--- config.mk ---
export PLATFORM = sky130hd
export DESIGN_NAME = ctmr_top
export DESIGN_NICKNAME = d
export VERILOG_FILES = /design/src/ctmr_pkg.sv /design/src/ctmr_top.sv
export SDC_FILE = /design/constraint.sdc
export NUM_CORES = 1
export LEC_CHECK = 0
export ABC_CLOCK_PERIOD_IN_PS = 3100
export BUFFER_PORTS_ARGS = -buffer_cell sky130_fd_sc_hd__buf_2
export CORE_MARGIN = 2
export CORE_UTILIZATION = 41
export DETAILED_ROUTE_END_ITERATION = 16
export SETUP_SLACK_MARGIN = 0.3
export SLEW_MARGIN = 20
export SYNTH_ARGS = -nofsm -noshare
export SYNTH_HDL_FRONTEND = slang
export SYNTH_SLANG_ARGS = --single-unit
export TNS_END_PERCENT = 10
--- constraint.sdc ---
create_clock -name ref_clk_in -period 3.1 [get_ports ref_clk_in]
set_clock_uncertainty 0.2 [all_clocks]
set_input_delay 0.155 -clock ref_clk_in [delete_from_list [all_inputs] [get_ports ref_clk_in]]
set_output_delay 0.155 -clock ref_clk_in [all_outputs]
set_load 0.02 [all_outputs]
--- src/ctmr_pkg.sv ---
`default_nettype none
package ctmr_pkg;

  // ****************************************
  // Sizes and reset values
  // ****************************************
  localparam int        CNT_BITS   = 10;
  localparam int        PER_SHIFT  = 7;
  localparam logic [7:0] RST_BYTE  = 8'h00;
  localparam logic [10:0] MAX_PER  = 11'h400;

  // ****************************************
  // Register byte offsets
  // ****************************************
  localparam logic [7:0] OFF_CTRL0   = 8'h00;
  localparam logic [7:0] OFF_CTRL1   = 8'h04;
  localparam logic [7:0] OFF_CNT_LO  = 8'h08;
  localparam logic [7:0] OFF_CNT_HI  = 8'h0c;
  localparam logic [7:0] OFF_CMPA_LO = 8'h10;
  localparam logic [7:0] OFF_CMPA_HI = 8'h14;
  localparam logic [7:0] OFF_STATUS  = 8'h18;
  localparam logic [7:0] OFF_NONE    = 8'hff;

  // ****************************************
  // Field positions
  // ****************************************
  localparam int C0_PAUSE = 7;
  localparam int C0_CKS   = 4;
  localparam int C0_ON    = 3;
  localparam int C0_RP    = 0;
  localparam int C1_MODE  = 6;
  localparam int C1_IO    = 4;
  localparam int C1_OC    = 3;
  localparam int C1_POL   = 2;
  localparam int C1_DPX   = 1;
  localparam int C1_CCLR  = 0;
  localparam int ST_PF    = 0;
  localparam int ST_AF    = 1;
  localparam int HTRANS_ACT = 1;

  // ****************************************
  // Encodings
  // ****************************************
  localparam logic [2:0] CKS_DIV4  = 3'h0;
  localparam logic [2:0] CKS_DIV1  = 3'h1;
  localparam logic [2:0] CKS_DIV16 = 3'h2;
  localparam logic [2:0] CKS_DIV64 = 3'h3;
  localparam logic [2:0] CKS_LIRC0 = 3'h4;
  localparam logic [2:0] CKS_LIRC1 = 3'h5;
  localparam logic [2:0] CKS_RISE  = 3'h6;
  localparam logic [2:0] CKS_FALL  = 3'h7;
  localparam logic [5:0] MSK_DIV4  = 6'h03;
  localparam logic [5:0] MSK_DIV16 = 6'h0f;
  localparam logic [5:0] MSK_DIV64 = 6'h3f;
  localparam logic [1:0] MODE_CMP  = 2'h0;
  localparam logic [1:0] MODE_PWM  = 2'h2;
  localparam logic [1:0] MODE_TMR  = 2'h3;
  localparam logic [1:0] IO_NONE   = 2'h0;
  localparam logic [1:0] IO_LOW    = 2'h1;
  localparam logic [1:0] IO_HIGH   = 2'h2;
  localparam logic [1:0] IO_TOG    = 2'h3;
  localparam logic [1:0] IO_INACT  = 2'h0;
  localparam logic [1:0] IO_ACT    = 2'h1;
  localparam logic [1:0] IO_PWM    = 2'h2;

  // ****************************************
  // Module state
  // ****************************************
  typedef struct packed {
    logic [7:0]  ctrl0;
    logic [7:0]  ctrl1;
    logic [9:0]  cnt;
    logic [9:0]  compare_register_a;
    logic [7:0]  lo_buf;
    logic [5:0]  presc;
    logic        on_prev;
    logic [2:0]  lirc_s;
    logic [2:0]  ext_s;
    logic        lvl;
    logic        pin;
    logic        oe;
    logic        flag_a;
    logic        flag_p;
    logic        wr_pend;
    logic [7:0]  wr_addr;
    logic        rd_pend;
    logic [7:0]  rd_addr;
    logic [31:0] hrdata;
    logic        hready;
  } ctmr_state_t;

endpackage
`default_nettype wire

--- src/ctmr_top.sv ---
`timescale 1ns/1ps
`default_nettype none

// Operation
// - Pause bit high holds the count; clearing it resumes from there.
// - Clock select picks sys/4, sys, /16, /64, slow osc, pin rise or fall.
// - Counter-on high runs the counter; low stops it and keeps the count.
// - Counter-on rising edge clears the counter; falling edge leaves it.
// - In compare mode, counter-on rising edge sets pin to initial level.
// - Period value matches counter bits 9..7, steps of 128, zero means 1024.
// - Period value zero lets the counter run to maximum and overflow.
// - Outside PWM mode, clear select 0 clears on period match, 1 on compare A match.
// - Mode field: 00 compare output, 01 undefined, 10 PWM, 11 timer.
// - Compare mode A match: none, drive low, drive high or toggle.
// - PWM output function: force inactive, force active, waveform.
// - Requested level equal to initial level shows no pin change.
// - Initial-level bit is pre-match level, or PWM active level.
// - Invert bit inverts the pin except in timer and undefined modes.
// - Swap bit 0: period value sets period, A duty; 1 swaps them.
// - Counter bits 9..8 read at high byte bits 1..0, rest zero.
// - Compare A held as low byte plus two bits of high byte, reset zero.
// - Low bytes go through a buffer moved on high byte access.
// - A match raises its own flag; period match raises its flag except with clear select 1 outside PWM mode.
// - Compare mode pin changes only on A match events and counter-on rising edge.
module ctmr_top
  import ctmr_pkg::*;
#(
  parameter int CNT_W = 10
)
(
  // Clock and reset
  input  wire logic        ref_clk_in,
  input  wire logic        srst_in,
  // AHB-Lite slave
  input  wire logic        hsel_in,
  input  wire logic [31:0] haddr_in,
  input  wire logic [1:0]  htrans_in,
  input  wire logic        hwrite_in,
  input  wire logic [2:0]  hsize_in,
  input  wire logic [31:0] hwdata_in,
  input  wire logic        hready_in,
  output logic      [31:0] hrdata_out,
  output logic             hreadyout_out,
  output logic             hresp_out,
  // Timer pins
  input  wire logic        lirc_clk_in,
  input  wire logic        external_clock_pin_in,
  output logic             timer_output_pin_out,
  output logic             timer_output_pin_oe_out,
  output logic             compare_a_flag_out,
  output logic             period_match_flag_out
);

  if (CNT_W != CNT_BITS)
  begin : g_chk
    $error("ctmr_top: counter width must be 10");
  end

  // ****************************************
  // Helpers
  // ****************************************
  function automatic logic [7:0] map_addr(input logic [31:0] a);
    logic [7:0] r;
    r = OFF_NONE;
    if (a[31:8] == 24'h000000)
    begin
      case (a[7:0])
        OFF_CTRL0, OFF_CTRL1, OFF_CNT_LO, OFF_CNT_HI,
        OFF_CMPA_LO, OFF_CMPA_HI, OFF_STATUS: r = a[7:0];
        default: r = OFF_NONE;
      endcase
    end
    return r;
  endfunction

  function automatic logic [31:0] rd_word(input ctmr_state_t st, input logic [7:0] a);
    logic [31:0] r;
    r = 32'h00000000;
    case (a)
      OFF_CTRL0:   r[7:0] = st.ctrl0;
      OFF_CTRL1:   r[7:0] = st.ctrl1;
      OFF_CNT_LO:  r[7:0] = st.lo_buf;
      OFF_CNT_HI:  r[1:0] = st.cnt[9:8];
      OFF_CMPA_LO: r[7:0] = st.lo_buf;
      OFF_CMPA_HI: r[1:0] = st.compare_register_a[9:8];
      OFF_STATUS:  r[1:0] = {st.flag_a, st.flag_p};
      default:     r = 32'h00000000;
    endcase
    return r;
  endfunction

  ctmr_state_t s_reg;
  ctmr_state_t s_next;

  logic        tick;
  logic        run;
  logic        on_rise;
  logic        pm;
  logic        am;
  logic        clr;
  logic        pwm_act;
  logic [9:0]  inc;
  logic [10:0] duty;
  logic [2:0]  cks;
  logic [2:0]  rp;
  logic [1:0]  mode;
  logic [1:0]  io;
  logic        oc;
  logic        acc;

  assign cks  = s_reg.ctrl0[C0_CKS +: 3];
  assign rp   = s_reg.ctrl0[C0_RP +: 3];
  assign mode = s_reg.ctrl1[C1_MODE +: 2];
  assign io   = s_reg.ctrl1[C1_IO +: 2];
  assign oc   = s_reg.ctrl1[C1_OC];
  assign acc  = hsel_in & htrans_in[HTRANS_ACT] & hready_in;

  // ****************************************
  // Timer clock select
  // ****************************************
  // clock source decode
  always_comb
  begin
    unique case (cks)
      CKS_DIV4:           tick = (s_reg.presc & MSK_DIV4) == MSK_DIV4;
      CKS_DIV1:           tick = 1'b1;
      CKS_DIV16:          tick = (s_reg.presc & MSK_DIV16) == MSK_DIV16;
      CKS_DIV64:          tick = s_reg.presc == MSK_DIV64;
      CKS_LIRC0, CKS_LIRC1: tick = s_reg.lirc_s[1] & ~s_reg.lirc_s[2];
      CKS_RISE:           tick = s_reg.ext_s[1] & ~s_reg.ext_s[2];
      CKS_FALL:           tick = ~s_reg.ext_s[1] & s_reg.ext_s[2];
    endcase
  end

  // ****************************************
  // Comparators
  // ****************************************
  // pause and off both freeze counting
  assign run     = s_reg.ctrl0[C0_ON] & ~s_reg.ctrl0[C0_PAUSE] & tick;
  assign on_rise = s_reg.ctrl0[C0_ON] & ~s_reg.on_prev;
  assign inc     = s_reg.cnt + 10'h001;
  // period match on top three bits, zero means overflow
  assign pm = (rp == 3'h0) ? (inc == 10'h000)
                           : (inc[9:PER_SHIFT] == rp && inc[PER_SHIFT-1:0] == 7'h00);
  assign am = (s_reg.compare_register_a != 10'h000) && (inc == s_reg.compare_register_a);
  assign clr = (mode == MODE_PWM) ? (s_reg.ctrl1[C1_DPX] ? am : pm)
                                  : (s_reg.ctrl1[C1_CCLR] ? am : pm);
  assign duty = ~s_reg.ctrl1[C1_DPX] ? {1'b0, s_reg.compare_register_a}
              : (rp == 3'h0) ? MAX_PER : {1'b0, rp, 7'h00};
  assign pwm_act = {1'b0, s_reg.cnt} < duty;

  // ****************************************
  // Next state
  // ****************************************
  always_comb
  begin
    s_next         = s_reg;
    s_next.presc   = s_reg.presc + 6'h01;
    s_next.lirc_s  = {s_reg.lirc_s[1:0], lirc_clk_in};
    s_next.ext_s   = {s_reg.ext_s[1:0], external_clock_pin_in};
    s_next.on_prev = s_reg.ctrl0[C0_ON];
    s_next.hready  = 1'b1;

    // Bus write data phase
    if (s_reg.wr_pend)
    begin
      unique case (s_reg.wr_addr)
        OFF_CTRL0:   s_next.ctrl0 = hwdata_in[7:0];
        OFF_CTRL1:   s_next.ctrl1 = hwdata_in[7:0];
        // low byte only reaches the buffer
        OFF_CMPA_LO: s_next.lo_buf = hwdata_in[7:0];
        // high byte write latches buffered low byte
        OFF_CMPA_HI: s_next.compare_register_a = {hwdata_in[1:0], s_reg.lo_buf};
        OFF_STATUS:
        begin
          s_next.flag_p = s_reg.flag_p & ~hwdata_in[ST_PF];
          s_next.flag_a = s_reg.flag_a & ~hwdata_in[ST_AF];
        end
        default: s_next.wr_pend = 1'b0;
      endcase
    end
    s_next.wr_pend = acc & hwrite_in;
    s_next.wr_addr = map_addr(haddr_in);
    s_next.rd_pend = 1'b0;

    // Bus read, held one cycle behind a pending write
    if ((acc & ~hwrite_in & ~s_reg.wr_pend) | s_reg.rd_pend)
    begin
      s_next.hrdata = rd_word(s_reg, s_reg.rd_pend ? s_reg.rd_addr : map_addr(haddr_in));
      // high byte read captures low byte
      unique case (s_reg.rd_pend ? s_reg.rd_addr : map_addr(haddr_in))
        OFF_CNT_HI:  s_next.lo_buf = s_reg.cnt[7:0];
        OFF_CMPA_HI: s_next.lo_buf = s_reg.compare_register_a[7:0];
        default:     s_next.lo_buf = s_next.lo_buf;
      endcase
    end
    else if (acc & ~hwrite_in)
    begin
      s_next.rd_pend = 1'b1;
      s_next.rd_addr = map_addr(haddr_in);
      s_next.hready  = 1'b0;
    end

    // Counter
    if (on_rise)
    begin
      s_next.cnt = 10'h000;
      if (mode == MODE_CMP)
      begin
        s_next.lvl = oc;
      end
    end
    else if (run)
    begin
      s_next.cnt = clr ? 10'h000 : inc;
      // flags set after clears, so a set wins
      if (am)
      begin
        s_next.flag_a = 1'b1;
      end
      if (pm && (mode == MODE_PWM || !s_reg.ctrl1[C1_CCLR]))
      begin
        s_next.flag_p = 1'b1;
      end
      // compare mode acts on A match only
      if (am && mode == MODE_CMP)
      begin
        unique case (io)
          IO_NONE: s_next.lvl = s_reg.lvl;
          IO_LOW:  s_next.lvl = 1'b0;
          IO_HIGH: s_next.lvl = 1'b1;
          IO_TOG:  s_next.lvl = ~s_reg.lvl;
        endcase
      end
    end

    unique case (mode)
      MODE_CMP: s_next.pin = s_reg.lvl ^ s_reg.ctrl1[C1_POL];
      MODE_PWM:
      begin
        unique case (io)
          IO_ACT:  s_next.pin = oc ^ s_reg.ctrl1[C1_POL];
          IO_PWM:  s_next.pin = (pwm_act ? oc : ~oc) ^ s_reg.ctrl1[C1_POL];
          default: s_next.pin = ~oc ^ s_reg.ctrl1[C1_POL];
        endcase
      end
      default:  s_next.pin = 1'b0;
    endcase
    s_next.oe = s_reg.ctrl0[C0_ON] & (mode == MODE_CMP || mode == MODE_PWM);
  end

  always_ff @(posedge ref_clk_in)
  begin
    if (srst_in)
    begin
      s_reg        <= '0;
      s_reg.ctrl0  <= RST_BYTE;
      s_reg.ctrl1  <= RST_BYTE;
      s_reg.hready <= 1'b1;
    end
    else
    begin
      s_reg <= s_next;
    end
  end

  assign hrdata_out              = s_reg.hrdata;
  assign hreadyout_out           = s_reg.hready;
  assign hresp_out               = 1'b0;
  assign timer_output_pin_out    = s_reg.pin;
  assign timer_output_pin_oe_out = s_reg.oe;
  assign compare_a_flag_out      = s_reg.flag_a;
  assign period_match_flag_out   = s_reg.flag_p;
endmodule
`default_nettype wire

==> summary.txt, run 1 <==
Floorplanning
  • Die width: 115 µm
  • Row count: 40
  • Die Y: 115 µm
  • Ports: 114
  • Initial Utilization: between 40% and 50%
  • Die ar.: around 13,000 µm²
  • Core area: about 12,000 µm²

Finish
  • Synthesis-to-layout area growth: 18.8%
  • Fin cells: about 840
  • Final nets: 759
  • N_diodes: 0
  • Max reg flops: 60
  • Share of cells above drive strength 1: 20.5%
  • Final Util: 50.1%

Min path
  • Hold Path Cell Cnt: 5
  • Tightest Hold Check Type: in2reg

STA
  • Slew Viols, Final: 0
  • Final worst-path cycle share: 86.3%
  • Least-Margin Pin Slew: 0.742 ns
  • # setup viols final: 0
  • Final worst setup slack: 0.424 ns
  • RSZ-0062 raised after global routing: true
  • Total Neg Setup Slack: 0 ns
  • Minimum clock period: ~2.7 ns
  • Peak Freq: 374 MHz
  • Final hold vios: 0
  • Relative slew slack: 50.4%

Clock network
  • Cts bufs inserted: 9
  • H-tree Lvls: 3
  • CTS tree: yes
  • Clock sinks: 89
  • Clk slew on worst S/H paths: 0.07 ns
  • Maximum root-to-sink buffer count: 2
  • Root Buffer: clkbuf_16
  • Worst skew pair latency: 0.34 ns

Worst setup path
  • Setup CP Type: reg2reg
  • WP data arrival: 2.71 ns
  • Crit end category: flop
  • Crit path cell chain: buf_4 > xnor2_1 > xnor2_1 > or4_4 > nand4bb_4 > o41ai_4 > buf_4 > a21oi_1 > o21ai_1 > a21oi_1
  • Critical path required time: 3.13 ns
  • R2R cell count: 10
  • CP Max Fanout: 7
  • Slowest stage delay, CP: about 0.43 ns
  • Startpoint types: flop
  • Critical path depth: 10
  • Critical-path top delay cell: dfxtp_2
  • Top delay family on crit path: compound AO/OA/AOI/OAI gates
  • WP buf/inv: 2

Detailed routing
  • Remaining antenna violation count: 0
  • 1st-iter DRT viols: ~330
  • Vias per inst: 5.45
  • DRC viols: 0
  • DR WL/cell: about 16 µm
  • First-pass DRT Iterations: 7
  • Vias post-DR: roughly 4,600
  • Total routed wirelength: 13,400 µm

Global routing
  • Largest net degree at the start of global routing: 42
  • First-pass GRT wire length: ~22,000 µm
  • Initial antenna violation count: 0
  • Vias in the first global route: 4,447
  • Global Route Usage Sum: between 20% and 30%
  • Total grt overflow: 0

Yosys
  • Synth Instances: 597
  • Flops & latches, synth: 89
  • Post-synth top area share: a little over a third
  • Post-synthesis sequential area ratio: 35.0%
  • Yosys top cell by area: dfxtp_1
  • Ranking of synthesized cells by area: dfxtp_1 35%, mux2i_1 6.7%, buf_4 5.3%
  • Post-synth EDFFs: 0
  • Async set or reset register ratio after synthesis: 0%
  • Primary FF master, synth: dfxtp_1
  • Syn_area_per_cell: 8.53 µm²
  • Yosys cell types: 66
  • Post-synthesis cell area: slightly above 5000 µm²
  • Synth warn: 0

Placement
  • Post-place setup slack: approximately 0.21 ns
  • IO Port Bufs: 60
  • Placed cell count: 804
  • Dpl hpwl: 9960 µm
  • Routability cong.: 0.913

Run
  • Maxcap violations: 0

Power
  • Pleak: 2.38 nW
  • Tot Pwr: roughly 2.4 mW
  • Pwr/cell area: 404 nW/µm²
  • Max IR drop VDD: around 0.49 mV

Run status
  • Status: finished clean
-- cells in the final DEF, fill, tap and decap left out, drive strengths merged, types with 17 or more instances in the layout --
| master | Yosys | final |
|---|---|---|
| nand3 | 20 | 20 |
| a21oi | 33 | 33 |
| buf | 47 | 90 |
| mux2i | 35 | 35 |
| dfxtp | 89 | 89 |
| nor2 | 73 | 73 |
| or3 | 17 | 17 |
| nand2 | 24 | 24 |
| conb | 1 | 25 |
| o21ai | 24 | 24 |
-- layer usage --
metal	part of all wire, %	vias to the layer above	global-route usage (%)
met5	0	-	0
met4	1.6	0	4.98
met3	5.9	16	4.81
met2	48	146	35.8
met1	44	2170	26.7
li1	-	2250	-
-- metrics by stage --
stage	cell area [µm²]	hold slack [ns]
after CTS	5950	0.0861
after global routing	6050	0.147
after detailed placement	5470	0.185
final	6050	0.0848
after global placement	5470	0.168
after floorplan	5180	0.0832
-- cell type report --
class	count	area, µm²
inverters	11	41.3
clock inverters	6	73.8
flip-flops and latches	89	1790
clock buffers	10	229
multi-input cells	452	3020
well taps	168	210
fillers	1199	6010
repair buffers	105	676
-- logic make-up after synthesis --
logic type,share of synthesized area (%)
buffers and inverters,8.77
AND/OR/NAND/NOR,22.9
multiplexers,7.18
XOR/XNOR,3.61
AO/OA/AOI/OAI,18.8
adder cells (fa/ha/maj),3.69
flip-flops,35.0
other,0.0737
-- path summary, 6_finish.rpt --
path / startpoint / to / slack, ns
worst min register to register: s_next[57] / s_next[58] / 0.25
worst max-delay path: s_reg[89] / s_reg[94] / 0.42
worst min-delay path: haddr_in[15] / s_reg[43] / 0.08
worst max register to register: s_reg[89] / s_reg[94] / 0.42
-- repair_timing --
item,CTS,global route
pin swaps,2,3
cloned,0,0
hold endpoints to repair,20,0
hold buffers,15,0
gates resized for setup,7,14
setup endpoints to repair,8,13
buffers inserted,1,5
-- tightest hold or removal path, stage by stage --
cell	delay, ns
buf_2	0.09
nor2_1	0.04
nand4_1	0.07
nor2_1	0.11
a21oi_1	0.13
-- cells in the mapped netlist, drive strengths merged (2+ instances only) --
master and n:
o21a 6, and3 2, a21oi 33, nor3 9, nor3b 5, xor2 8, ha 15, clkbuf 22
a211oi 4, o31ai 10, nand2b 10, nand2 24, nand3 20, buf 47, dfxtp 89, a21boi 2
nor4 9, a2bb2oi 7, and2 4, and4 2, a31oi 5, nor2 73, o41ai 3, or2 7
nand4bb 2, xnor2 13, inv 11, nand4 9, o32a 2, or3 17, o211ai 9, or4 6
a222oi 9, a21o 3, a22oi 10, nand3b 2, mux2i 35, nor2b 15, o21ai 24
-- report_power, final --
group	leakage [nW]	switching (mW)	internal, mW
combinational	1.51	0.0946	0.0641
clock	0.141	0.478	0.635
sequential	0.726	0.0135	1.16
total	2.38	0.586	1.86
Power figures use the tool's default switching activity.
==> run 2, diff against run 1 <==
Settings changed: BUFFER_PORTS_ARGS -buffer_cell sky130_fd_sc_hd__buf_2 to -buffer_cell sky130_fd_sc_hd__buf_4, SKIP_LAST_GASP set to 1.
==> run 2 against run 1 <==
Effect of this change:
- fmax is 0.32% lower
- die area stayed put
- non-clock buffer count is 5 lower
- power is 2.9% higher
- final cell count is 0.59% lower
- cell area is 2.1% higher
- setup slack worse by 0.0085 ns
- critical endpoint is now timer_output_pin_out
- largest cell class unchanged
- highest routed layer unchanged
==> summary.txt, run 2 (synthesis results as in run 1) <==
Run status
  • Status: finished clean

Run
  • Maxcap violations: 0

Detailed routing
  • First-pass DRT Iterations: 5
  • DRC viols: 0
  • 1st-iter DRT viols: 424
  • Total routed wirelength: 13,100 µm
  • Vias post-DR: 4,543
  • DR WL/cell: between 15 and 20 µm
  • Vias per inst: roughly 5.4
  • Remaining antenna violation count: 0

Clock network
  • Root Buffer: clkbuf_16
  • H-tree Lvls: 3
  • Maximum root-to-sink buffer count: 2
  • Worst skew pair latency: 0.35 ns
  • Cts bufs inserted: 9
  • Clk slew on worst S/H paths: 0.07 ns
  • CTS tree: yes
  • Clock sinks: about 90

Finish
  • N_diodes: 0
  • Most common cell after layout, fill and taps aside: buf_4
  • Synthesis-to-layout area growth: 21.3%
  • Commonest non-fill, non-tap cells in the layout: 85 x buf_4, 83 x dfxtp_1, 72 x nor2_1
  • Share of cells above drive strength 1: 19.9%
  • Fin area: 6180 µm²
  • Final nets: 754
  • Max reg flops: 60

Global routing
  • Vias in the first global route: 4,206
  • Global Route Usage Sum: 20.4%
  • Largest net degree at the start of global routing: 44
  • Total grt overflow: 0
  • First-pass GRT wire length: 21,200 µm
  • Initial antenna violation count: 0

STA
  • Final worst-path cycle share: 86.6%
  • Peak Freq: 372 MHz
  • Slew Viols, Final: 0
  • Minimum clock period: around 2.7 ns
  • Total Neg Setup Slack: 0 ns
  • Least-Margin Pin Slew: around 0.75 ns
  • Final hold vios: 0
  • Relative slew slack: 49.8%
  • RSZ-0062 raised after global routing: true
  • # setup viols final: 0

Floorplanning
  • Row count: 40
  • Ports: 114
  • Core area: 12,100 µm²
  • Initial Utilization: roughly 42%
  • Die width: 115 µm
  • Die ar.: 13,300 µm²
  • Die Y: 115 µm

Worst setup path
  • Setup CP Type: reg2reg
  • R2R cell count: 9
  • FF-to-FF setup slack: 0.42 ns
  • CP Max Fanout: 8
  • WP data arrival: 2.76 ns
  • Reg2Reg Capture Point: timer_output_pin_out
  • Crit end category: flop
  • Critical path required time: 3.18 ns
  • R2r startpoint: s_reg[98]
  • Startpoint types: flop

Min path
  • Tightest Hold Check Type: in2reg
  • Hold Path Cell Cnt: 2
  • Min-delay src: srst_in
  • Hold Path Sink: oc

Power
  • Max IR drop VDD: around 0.42 mV
  • Pwr/cell area: 407 nW/µm²
  • Pleak: 2.41 nW

Placement
  • Dpl hpwl: 9840 µm
  • IO Port Bufs: 60
  • Routability cong.: 0.911
  • Placed cell area: 5610 µm²
run 2: area by class of cell:
class | count | area [µm²]
multi-input combinational | 452 | 3020
sequential | 89 | 1790
timing repair buffer | 100 | 788
inverter | 11 | 41.3
tap | 168 | 210
clock inverter | 7 | 100
clock buffer | 9 | 225
fill | 1155 | 5890
run 2: worst max-delay path by stage:
stage	from	endpoint	depth (start not counted)
floorplan	s_reg[98]	timer_output_pin_out	11
global placement	s_reg[87]	s_reg[90]	9
detailed placement	s_reg[87]	s_reg[89]	8
CTS	s_reg[98]	timer_output_pin_out	9
global route	s_reg[63]	s_reg[89]	7
finish	s_reg[98]	timer_output_pin_out	9
run 2: routing by layer:
metal / up-vias / routed length, µm / track usage [%]
met5: - / 0 / 0
met4: 0 / 237 / 7.39
met3: 22 / 559 / 3.45
met2: 114 / 6250 / 33.0
met1: 2154 / 6070 / 27.4
li1: 2253 / - / -
run 2: critical path, cell delays in order, from the launching register on:
cell,delay (ns)
dfxtp_2,0.41
buf_4,0.19
mux2i_1,0.09
ha_1,0.31
and4_1,0.19
o2111ai_1,0.13
a31oi_1,0.31
mux2_2,0.37
o21ai_0,0.20
mux2i_1,0.21
run 2: per-stage QoR:
stage / worst slack, ns / util, % / hold WS [ns] / cells / total power, mW
2_1_floorplan: 0.427 / - / 0.0832 / 621 / 1.31
3_3_place_gp: 0.239 / 46.5 / 0.166 / 803 / 1.35
3_5_place_dp: 0.239 / 46.5 / 0.180 / 803 / 1.36
4_1_cts: 0.279 / 50.6 / 0.0106 / 835 / 2.55
5_1_grt: 0.271 / 51.2 / 0.0388 / 836 / 2.61
6_report: 0.415 / 51.2 / 0.0163 / 836 / 2.51
run 2: power by group:
part / switching, mW / internal, mW
registers: 0.0135 / 1.16
clock network: 0.519 / 0.650
logic: 0.0920 / 0.0809
total: 0.624 / 1.89
run 2: repair_timing:
action,in CTS,in global routing
pin swaps,1,2
hold endpoints to repair,22,0
setup buffers,1,1
hold buffers,15,0
gates resized for setup,5,13
setup endpoints to repair,9,17
==> run 3, diff against run 2 <==
Settings changed: CTS_BUF_LIST set to sky130_fd_sc_hd__clkbuf_4, SETUP_SLACK_MARGIN 0.3 to unset.
==> run 3 against run 2 <==
Effect of this change:
- hold slack gained 0.011 ns
- setup slack worse by 0.28 ns
- via count increased by 1.1%
- non-clock buffer count is 10 higher
- sequential power about the same
- largest cell class unchanged
- critical path depth shrank 1
- global-route usage is essentially flat
- die area stayed put
- routed wire length up 0.87%
- fmax is 9.5% lower
- register-to-register slack got worse by 0.28 ns
- cell area fell by 2.1%
==> summary.txt, run 3 (synthesis results as in run 1) <==
Floorplanning
  • Row count: 40
  • Ports: 114
  • Die Y: about 120 µm
  • Die width: 115 µm
  • Die ar.: roughly 13,000 µm²
  • Core area: around 12,000 µm²
  • Initial Utilization: between 40 and 50%

Global routing
  • Initial antenna violation count: 0
  • Vias in the first global route: around 4,200
  • Global Route Usage Sum: 20.3%
  • Total grt overflow: 0
  • Largest net degree at the start of global routing: 44
  • First-pass GRT wire length: 21,300 µm

Finish
  • # fillers: 1,173
  • Fin cells: 846
  • Synthesis-to-layout area growth: 18.8%
  • Most common cell after layout, fill and taps aside: dfxtp_1
  • Max reg flops: 60
  • Share of cells above drive strength 1: 17.3%
  • Final Util: 50.1%
  • N_diodes: 0
  • Commonest non-fill, non-tap cells in the layout: 89 x dfxtp_1, 83 x buf_4, 72 x nor2_1
  • Fin area: 6050 µm²
  • Final nets: 764

Power
  • Clock group share of total power: between 30% and 40%
  • Net Sw Frac: 27.7%
  • Comb power frac: approximately 8.5%
  • Int Pwr: 1.52 mW
  • Pleak: 2.38 nW
  • Net Sw Power: 0.581 mW
  • Max IR drop VDD: 0.320 mV
  • Pwr/cell area: 347 nW/µm²
  • Register share of total power: 56.1%

Clock network
  • Clk slew on worst S/H paths: roughly 0.17 ns
  • Worst skew pair latency: 0.48 ns
  • Clock sinks: 89
  • Post-CTS Setup Repair Bufs: 0
  • Root Buffer: clkbuf_4
  • CTS tree: yes
  • H-tree Lvls: 3
  • Cts bufs inserted: 9
  • Maximum root-to-sink buffer count: 2
  • Cts hold-fix bufs: 27
  • CTS resizes: 0

Worst setup path
  • CP Max Fanout: 6
  • Setup CP Type: reg2reg
  • Reg2Reg Capture Point: compare_a_flag_out
  • WP data arrival: 3.17 ns
  • Startpoint types: flop
  • Crit path cell chain: ha_1 > nand3_1 > o31ai_1 > a21oi_1 > o32a_1 > nand4bb_1 > or4_1 > a21oi_1
  • Slowest stage delay, CP: between 0.5 and 0.6 ns
  • Critical-path top delay cell: or4_1
  • Crit path top cell by count: a21oi_1
  • R2r startpoint: s_reg[87]
  • Critical path required time: 3.31 ns
  • FF-to-FF setup slack: ~0.13 ns
  • R2R cell count: 8
  • Crit end category: flop

Placement
  • IO Port Bufs: 60
  • Post-place setup slack: roughly 0.24 ns
  • Dpl hpwl: a little under 10,000 µm
  • Routability cong.: 0.911
  • Placed cell area: 5610 µm²
  • Placed cell count: 803

Min path
  • Tightest Hold Check Type: in2reg
  • Min-delay src: htrans_in[1]
  • Hold Path Cell Cnt: 5
  • Hold Path Sink: hreadyout_out

STA
  • Final worst-path cycle share: 95.7%
  • Slew Viols, Final: 0
  • Relative slew slack: 49.7%
  • Final worst setup slack: about 0.13 ns
  • Peak Freq: 337 MHz
  • Total Neg Setup Slack: 0 ns
  • Minimum clock period: 2.97 ns
  • Least-Margin Pin Slew: 0.753 ns
  • # setup viols final: 0
  • RSZ-0062 raised after global routing: false
  • Final hold vios: 0

Detailed routing
  • Top routing layer in use: met4
  • Met2 routed WL: 6190 µm
  • 1st-iter DRT viols: 365
  • Vias post-DR: 4,594
  • DRC viols: 0
  • First-pass DRT Iterations: 5
  • DR WL/cell: 15.6 µm
  • Vias per inst: 5.43
  • Total routed wirelength: 13,200 µm
  • Remaining antenna violation count: 0
  • Met1 wire length: approximately 6200 µm
  • Routed wl met3: around 600 µm

Run status
  • Status: finished clean

Run
  • Maxcap violations: 0
==> run 3: changes by cell type in the layout (fill, tap and decap cells not counted), moves of 2 or more <==
| cell | delta |
|---|---|
| or3_4 | -2 |
| clkbuf_16 | -9 |
| buf_4 | -2 |
| or3_1 | +2 |
| dlygate4sd3_1 | +12 |
| dfxtp_2 | -5 |
| dfxtp_1 | +6 |
| clkbuf_4 | +9 |
==> run 3: critical path, delay by kind of cell (launching register included) <==
family / cells / cell delay [ns]
and+or+nand+nor: 3 / 0.98
AOI/OAI and AO/OA: 4 / 0.91
DFF: 1 / 0.51
adders and majority gates: 1 / 0.31
==> run 3: layer usage <==
metal | track usage, % | up-vias
met5 | 0 | -
met4 | 6.83 | 0
met3 | 3.50 | 25
met2 | 33.0 | 125
met1 | 27.5 | 2178
li1 | - | 2266
==> run 3: power groups by stage <==
stage | Combinational, mW | Clock, mW | Sequential, mW
CTS | 0.177 | 0.768 | 1.18
floorplan | 0.119 | 0 | 1.20
finish | 0.178 | 0.744 | 1.18
detailed placement | 0.157 | 0 | 1.20
global placement | 0.155 | 0 | 1.20
global route | 0.195 | 0.806 | 1.18
==> run 3: cell type report <==
type,instances,area [µm²],area share (%)
multi-input cells,452,2950,48.8
flip-flops and latches,89,1780,29.5
repair buffers,110,893,14.8
well taps,168,210,3.48
clock inverters,7,100,1.66
clock buffers,9,67.6,1.12
inverters,11,41.3,0.683
==> run 3: metrics by stage <==
| stage | hold slack [ns] | power [mW] |
|---|---|---|
| after floorplan | 0.0832 | 1.31 |
| after global placement | 0.166 | 1.35 |
| after detailed placement | 0.180 | 1.36 |
| after CTS | 0.00214 | 2.12 |
| after global routing | 0.0646 | 2.18 |
| final | 0.0269 | 2.10 |
==> run 3: how the worst max path moves through the flow <==
stage,cells past startpoint,to,slack (ns),start
after floorplan,11,timer_output_pin_out,0.43,s_reg[98]
after global placement,9,s_reg[90],0.24,s_reg[87]
after detailed placement,8,s_reg[89],0.24,s_reg[87]
after CTS,8,compare_a_flag_out,0.19,s_reg[87]
after global routing,8,compare_a_flag_out,0.03,s_reg[87]
final,8,compare_a_flag_out,0.13,s_reg[87]
